===== src/rtl/scer_pkg.sv =====
// constants, register numbers and state type of the combiner event register bank
package scer_pkg;

  localparam int NUM_STRINGS = 32;
  localparam int FLAGS_PER_STRING = 3;

  // register numbers, absolute, base one
  localparam logic [15:0] REG_MODEL_ID = 16'h9c86;
  localparam logic [15:0] REG_BLOCK_LEN = 16'h9c87;
  localparam logic [15:0] REG_CURRENT_SF = 16'h9c88;
  localparam logic [15:0] REG_AMPHOUR_SF = 16'h9c89;
  localparam logic [15:0] REG_VOLTAGE_SF = 16'h9c8a;
  localparam logic [15:0] REG_MAX_CURRENT = 16'h9c8b;
  localparam logic [15:0] REG_INPUT_COUNT = 16'h9c8c;
  localparam logic [15:0] REG_EVENT_HI = 16'h9c8d;
  localparam logic [15:0] REG_EVENT_LO = 16'h9c8e;
  localparam logic [15:0] REG_VENDOR_HI = 16'h9c8f;
  localparam logic [15:0] REG_VENDOR_LO = 16'h9c90;

  localparam logic [15:0] BLOCK_LEN_BASE = 16'h0010;
  localparam logic [15:0] BLOCK_PER_INPUT = 16'h0008;
  localparam logic [15:0] BLOCK_LEN = 16'(BLOCK_LEN_BASE + BLOCK_PER_INPUT * NUM_STRINGS);

  localparam logic [15:0] UNSUPPORTED_INT16 = 16'h8000;

  // combiner event word bit positions
  localparam int BIT_CURRENT_OUT_OF_RANGE = 3;
  localparam int BIT_POLARITY_REVERSED = 13;
  localparam int BIT_SUBSYSTEM_COMM_FAULT = 15;

  // indicator flag positions, shared by summary and per-string words
  localparam int BIT_POSITIVE_FLOW_LIT = 0;
  localparam int BIT_NEGATIVE_FLOW_LIT = 1;
  localparam int BIT_OVERRANGE_BLINKING = 2;

  localparam logic [31:0] EVENT_RESET = 32'h0000_0000;
  localparam logic [15:0] READ_RESET = 16'h0000;

  typedef struct packed {
    logic [1:0] polarity_sync;
    logic [1:0] comm_sync;
    logic [NUM_STRINGS*FLAGS_PER_STRING-1:0] string_flags;
    logic [31:0] event_word;
    logic [31:0] vendor_word;
    logic [15:0] rd_data;
    logic rd_valid;
    logic rd_error;
  } scer_state_t;

endpackage


===== src/rtl/scer_event_regs.sv =====
// combiner header and event flag register bank
`timescale 1ns/1ps
`default_nettype none
module scer_event_regs
  import scer_pkg::*;
#(
  parameter logic [15:0] MODEL_ID = 16'h00a5, // arbitrary value
  parameter logic [15:0] CURRENT_SF = 16'h0000,
  parameter logic [15:0] AMPHOUR_SF = 16'h0000,
  parameter logic [15:0] VOLTAGE_SF = UNSUPPORTED_INT16,
  parameter logic [15:0] MAX_CURRENT = 16'h0280,
  parameter logic [15:0] INPUT_COUNT = 16'h0020
) (
  input wire logic mclk,
  input wire logic rstn,
  input wire logic [NUM_STRINGS*16-1:0] string_current,
  input wire logic [15:0] on_threshold,
  input wire logic [15:0] blink_threshold,
  input wire logic polarity_reversed_pin,
  input wire logic subsystem_comm_fault_pin,
  input wire logic rd_en,
  input wire logic [15:0] rd_addr,
  output logic [15:0] rd_data,
  output logic rd_valid,
  output logic rd_error,
  output logic [NUM_STRINGS*FLAGS_PER_STRING-1:0] string_indicator_flags,
  output logic [31:0] combiner_event_word,
  output logic [31:0] combiner_vendor_event_word
);

  scer_state_t st_reg;
  scer_state_t st_next;
  logic [FLAGS_PER_STRING-1:0] flags_or;
  logic both_lit;
  logic [15:0] first_cur;
  logic [15:0] last_cur;
  logic [15:0] first_mag;
  logic [15:0] last_mag;

  always_comb begin
    logic [15:0] cur;
    logic [16:0] mag;
    logic [FLAGS_PER_STRING-1:0] acc;
    cur = 16'h0000;
    mag = 17'h0_0000;
    acc = '0;
    st_next = st_reg;
    st_next.polarity_sync = {st_reg.polarity_sync[0], polarity_reversed_pin};
    st_next.comm_sync = {st_reg.comm_sync[0], subsystem_comm_fault_pin};
    for (int i = 0; i < NUM_STRINGS; i++) begin
      cur = string_current[i*16 +: 16];
      mag = cur[15] ? (17'h0_0000 - {1'b1, cur}) : {1'b0, cur};
      // flags are set side by side; positive and negative flow exclude each other, over-range may join either
      st_next.string_flags[i*FLAGS_PER_STRING + BIT_POSITIVE_FLOW_LIT] =
        !cur[15] && (mag > {1'b0, on_threshold});
      st_next.string_flags[i*FLAGS_PER_STRING + BIT_NEGATIVE_FLOW_LIT] =
        cur[15] && (mag > {1'b0, on_threshold});
      st_next.string_flags[i*FLAGS_PER_STRING + BIT_OVERRANGE_BLINKING] =
        mag > {1'b0, blink_threshold};
      acc = acc | st_reg.string_flags[i*FLAGS_PER_STRING +: FLAGS_PER_STRING];
    end
    st_next.vendor_word = {29'h0000_0000, acc};
    st_next.event_word = EVENT_RESET;
    st_next.event_word[BIT_CURRENT_OUT_OF_RANGE] = acc[BIT_OVERRANGE_BLINKING];
    st_next.event_word[BIT_POLARITY_REVERSED] = st_reg.polarity_sync[1];
    st_next.event_word[BIT_SUBSYSTEM_COMM_FAULT] = st_reg.comm_sync[1];
    st_next.rd_valid = rd_en;
    st_next.rd_error = 1'b0;
    st_next.rd_data = READ_RESET;
    if (rd_en) begin
      // addresses compared as absolute base-one register numbers
      unique case (rd_addr)
        REG_MODEL_ID: st_next.rd_data = MODEL_ID;
        REG_BLOCK_LEN: st_next.rd_data = BLOCK_LEN;
        REG_CURRENT_SF: st_next.rd_data = CURRENT_SF;
        REG_AMPHOUR_SF: st_next.rd_data = AMPHOUR_SF;
        REG_VOLTAGE_SF: st_next.rd_data = VOLTAGE_SF;
        REG_MAX_CURRENT: st_next.rd_data = MAX_CURRENT;
        REG_INPUT_COUNT: st_next.rd_data = INPUT_COUNT;
        REG_EVENT_HI: st_next.rd_data = st_reg.event_word[31:16];
        REG_EVENT_LO: st_next.rd_data = st_reg.event_word[15:0];
        REG_VENDOR_HI: st_next.rd_data = st_reg.vendor_word[31:16];
        REG_VENDOR_LO: st_next.rd_data = st_reg.vendor_word[15:0];
        default: st_next.rd_error = 1'b1;
      endcase
    end
  end

  always_ff @(posedge mclk or negedge rstn) begin
    if (!rstn) begin
      st_reg <= '0;
    end else begin
      st_reg <= st_next;
    end
  end

  assign rd_data = st_reg.rd_data;
  assign rd_valid = st_reg.rd_valid;
  assign rd_error = st_reg.rd_error;
  // string words carry only the three indicator flags
  assign string_indicator_flags = st_reg.string_flags;
  assign combiner_event_word = st_reg.event_word;
  assign combiner_vendor_event_word = st_reg.vendor_word;

  // helper for checks: OR of registered string flags
  always_comb begin
    flags_or = '0;
    both_lit = 1'b0;
    for (int i = 0; i < NUM_STRINGS; i++) begin
      flags_or = flags_or | st_reg.string_flags[i*FLAGS_PER_STRING +: FLAGS_PER_STRING];
      both_lit = both_lit | (st_reg.string_flags[i*FLAGS_PER_STRING + BIT_POSITIVE_FLOW_LIT]
        & st_reg.string_flags[i*FLAGS_PER_STRING + BIT_NEGATIVE_FLOW_LIT]);
    end
  end

  // 16-bit magnitude of first and last string, most negative code reads 0x8000
  always_comb begin
    first_cur = string_current[15:0];
    last_cur = string_current[NUM_STRINGS*16-1 -: 16];
    first_mag = first_cur[15] ? 16'(~first_cur + 16'h0001) : first_cur;
    last_mag = last_cur[15] ? 16'(~last_cur + 16'h0001) : last_cur;
  end
endmodule // scer_event_regs
`default_nettype wire


===== config.mk =====
export PLATFORM = sky130hd
export DESIGN_NAME = scer_event_regs
export DESIGN_NICKNAME = d
export VERILOG_FILES = /design/src/rtl/scer_pkg.sv /design/src/rtl/scer_event_regs.sv
export SDC_FILE = /design/constraint.sdc
export NUM_CORES = 2
export LEC_CHECK = 0
export BUFFER_PORTS_ARGS = -buffer_cell sky130_fd_sc_hd__buf_2
export CORE_UTILIZATION = 38
export CTS_CLUSTER_DIAMETER = 120
export DETAILED_ROUTE_END_ITERATION = 10
export GPL_TIMING_DRIVEN = 0
export HOLD_SLACK_MARGIN = 0.03
export PLACE_DENSITY = 0.59
export SETUP_SLACK_MARGIN = 0.5
export SLEW_MARGIN = 20
export SYNTH_ARGS = -nofsm -noshare
export SYNTH_HDL_FRONTEND = slang
export SYNTH_SLANG_ARGS = --single-unit

===== constraint.sdc =====
create_clock -name mclk -period 2.4 [get_ports mclk]
set_input_delay 0.48 -clock mclk [delete_from_list [all_inputs] [get_ports mclk]]
set_output_delay 0.48 -clock mclk [all_outputs]
set_load 0.005 [all_outputs]

==> flow_summary.toml <==
[run_status]
status = "complete, but fails checks"
violations = "setup timing"

[logic_synthesis]
synth_commonest_cells = "ha_1, xnor2_1, nand2_1"
seq_area_frac_synth_pct = 8.125
yosys_warnings = 0
synth_top_area_share_pct = 36.67
avgSynthCellArea_um2 = 8.162
synth-seq-cells = 117
synth_area_leaders = "ha_1, xnor2_1, dfrtp_1"
yosysMostFrequentCell = "ha_1"
async_flop_share_pct = 100.0
syn_area_um2 = 36040
synth_area_leader_cell = "ha_1"
synth-edff-count = 0
synthFlopType = "dfrtp_1"
ys_types = 66
syn-instance-count = 4415

[timing]
slew_violations = 0
worst_clock_skew_ns = 0.01311
finalHoldViolations = 0
setup_slack_ns = -0.7002
setup_viol = 94
worst_pin_slew_ns = 0.9378
timing.slew.headroom_pct = 36.91
rsz0062_at_grt = "true"
max_freq_ghz = 0.3226
min_period_ns = 3.100
finalCritPeriodShare_pct = 129.2

[critical_path]
cp_data_arrival_time_ns = 3.45
r2r_slack_ns = 0.45
cp_cell_sequence = "buf_12 -> or4_4 -> or4_4 -> nand3b_1 -> nor4b_4 -> ha_1 -> a21oi_1 -> nand2_1 -> a211o_1 -> nor3_4 -> buf_6 -> a2111oi_4"
worst-path-max-fanout = 4
cp_top_family = "simple AND/OR/NAND/NOR gates"
crit_top_cell = "or4_4"
crit_path_max_incr_delay_ns = 0.54
crit_path_start_kind = "input port"
cp_slowest_cell = "or4_4"
crit_type = "input port to flip-flop"
required_ns = 2.75
timing.critical_path.buf_inv = 2
critPathCaptureType = "flip-flop"

[die]
initial_utilization_pct = 38.50
die_w_um = 309.9
num_io_pins = 743
core_area_um2 = 93610
fp-row-count = 112
die_h_um = 309.9
die_area_um2 = 96070

[power]
ir_worst_vdd_uv = 394.5
leakage_nw = 23.28
power_mw = 16.21
powerDensity_nw_per_um2 = 320.0

[cells_and_area]
fill_cells = 8664
design_area_um2 = 50670
nets = 7003
multi_input_area_um2 = 37570
regArea_um2 = 2929
syn_to_final_growth_pct = 40.60
drive_gt1_share_pct = 33.48

[detailed_routing]
post_drt_wl_per_cell_um = 24.80
drtAntennaViolNets = 0
drc = 0
drtIter0Drc = 2831
drt_wl_total_mm = 166.1
dr.pass1.iters = 5
via_per_inst = 5.971
num_vias = 40010

[placed_design]
place_ws_ns = -1.675
portBuffers = 649
hpwl_mm = 126.6
place_congestion = 0.9109
place_area_um2 = 43730

[clocking]
htreeDepth = 4
cts_buffers = 17
clock-root-buffer = "clkbuf_16"
cts_sinks = 117
cts_tree = "built"
clk_latency_ns = 0.50
clk_pin_slew_ns = 0.06
cts_buffer_depth = 2

[global_routing]
gr-usage-met3_pct = 6.593
grt_max_degree = 63
met1_usage_pct = 40.95
grt_pass1_vias = 37880
antenna_found_initial = 64
grt_pass1_wl_mm = 235.3
grtUsageMet2_pct = 54.38
groute.usage.overall_pct = 32.99
overflow = 0
busiest_layer = "met2"

[worst_hold_path]
hold_class = "input port to flip-flop"

[job]
drv_cap = 0
## stage by stage
step	util [%]	cells	hold slack [ns]	TNS (ns)
after floorplan	-	4477	0.1844	-45.42
after global placement	45.83	6380	0.3332	-312.15
after detailed placement	46.71	6413	0.3347	-93.23
after CTS	52.06	6593	0.04785	-23.63
after global routing	54.08	6682	0.06745	-35.99
final	54.13	6700	0.08773	-29.15
## per-layer routing
metal | vias to the layer above | share of wire (%) | wire (um)
met5 | - | 0.11 | 182
li1 | 18930 | - | -
met1 | 19050 | 41 | 68230
met4 | 30 | 5.0 | 8273
met3 | 426 | 8.1 | 13440
met2 | 1579 | 46 | 76010
## path summary, 6_finish.rpt
check / startpoint / endpoint / depth (start not counted)
max in group asynchronous: rstn / string_indicator_flags[34] / 3
worst max-delay path: string_current[177] / string_indicator_flags[33] / 12
worst max register to register: string_indicator_flags[19] / combiner_vendor_event_word[1] / 3
worst min-delay path: polarity_reversed_pin / st_next[181] / 1
min in group asynchronous: rstn / string_indicator_flags[53] / 2
worst min register to register: st_next[63] / combiner_event_word[13] / 0
## cell usage in the layout (no fill, tap or decap), types with 48 or more instances in the layout
cell and instances:
a211oi_2 65, a21o_1 88, a21oi_1 280, a21oi_2 49, and3_1 48, buf_2 553
buf_4 267, buf_6 68, conb_1 63, dfrtp_1 116, diode_2 51, ha_1 1003
inv_1 102, nand2_1 331, nand3_1 221, nand4_1 137, nor2_1 125, nor3_1 48
o21ai_0 149, o31ai_1 87, or4_4 53, xnor2_1 335, xnor2_2 75
## flip-flops by register name (all words and copies together), names as in the netlist
name	count
rd_error	1
st_next	4
combiner_event_word	3
rd_data	10
rd_valid	1
combiner_vendor_event_word	2
string_indicator_flags	96
## cell type report
cell class                      count  share of cell area, %
Tap cell                         1254                  3.097
Multi-Input combinational cell   4077                  74.15
Clock inverter                     15                 0.3334
Buffer                            128                  1.472
Sequential cell                   117                  5.781
Clock buffer                       17                 0.8396
Antenna cell                       51                 0.2519
Inverter                          155                  1.662
Timing Repair Buffer              886                  12.42
## where the power goes
group	switching [mW]	leakage (nW)	internal, mW
sequential	0.290	1.56	2.14
combinational	6.28	21.4	4.68
clock	1.28	0.284	1.55
## logic make-up (layout without fill, tap and decap cells)
family,after synthesis,count (layout),share of synthesized area (%)
and+or+nand+nor,1411,1411,21.09
xor gates and xnor gates,418,418,10.16
AOI/OAI and AO/OA,1128,1128,20.30
adders and majority gates,1056,1056,36.67
buffers and inverters,283,1201,3.625
other,1,114,0.01041
DFF,117,117,8.125
muxes,1,1,0.02778
## what timing repair did
item,CTS,global route
resized for setup,605,277
buffers inserted,147,56
hold buffers,1,0
pin swaps,429,233
setup endpoints to repair,99,102
hold endpoints to repair,61,0
(Power assumes the default switching activity.)
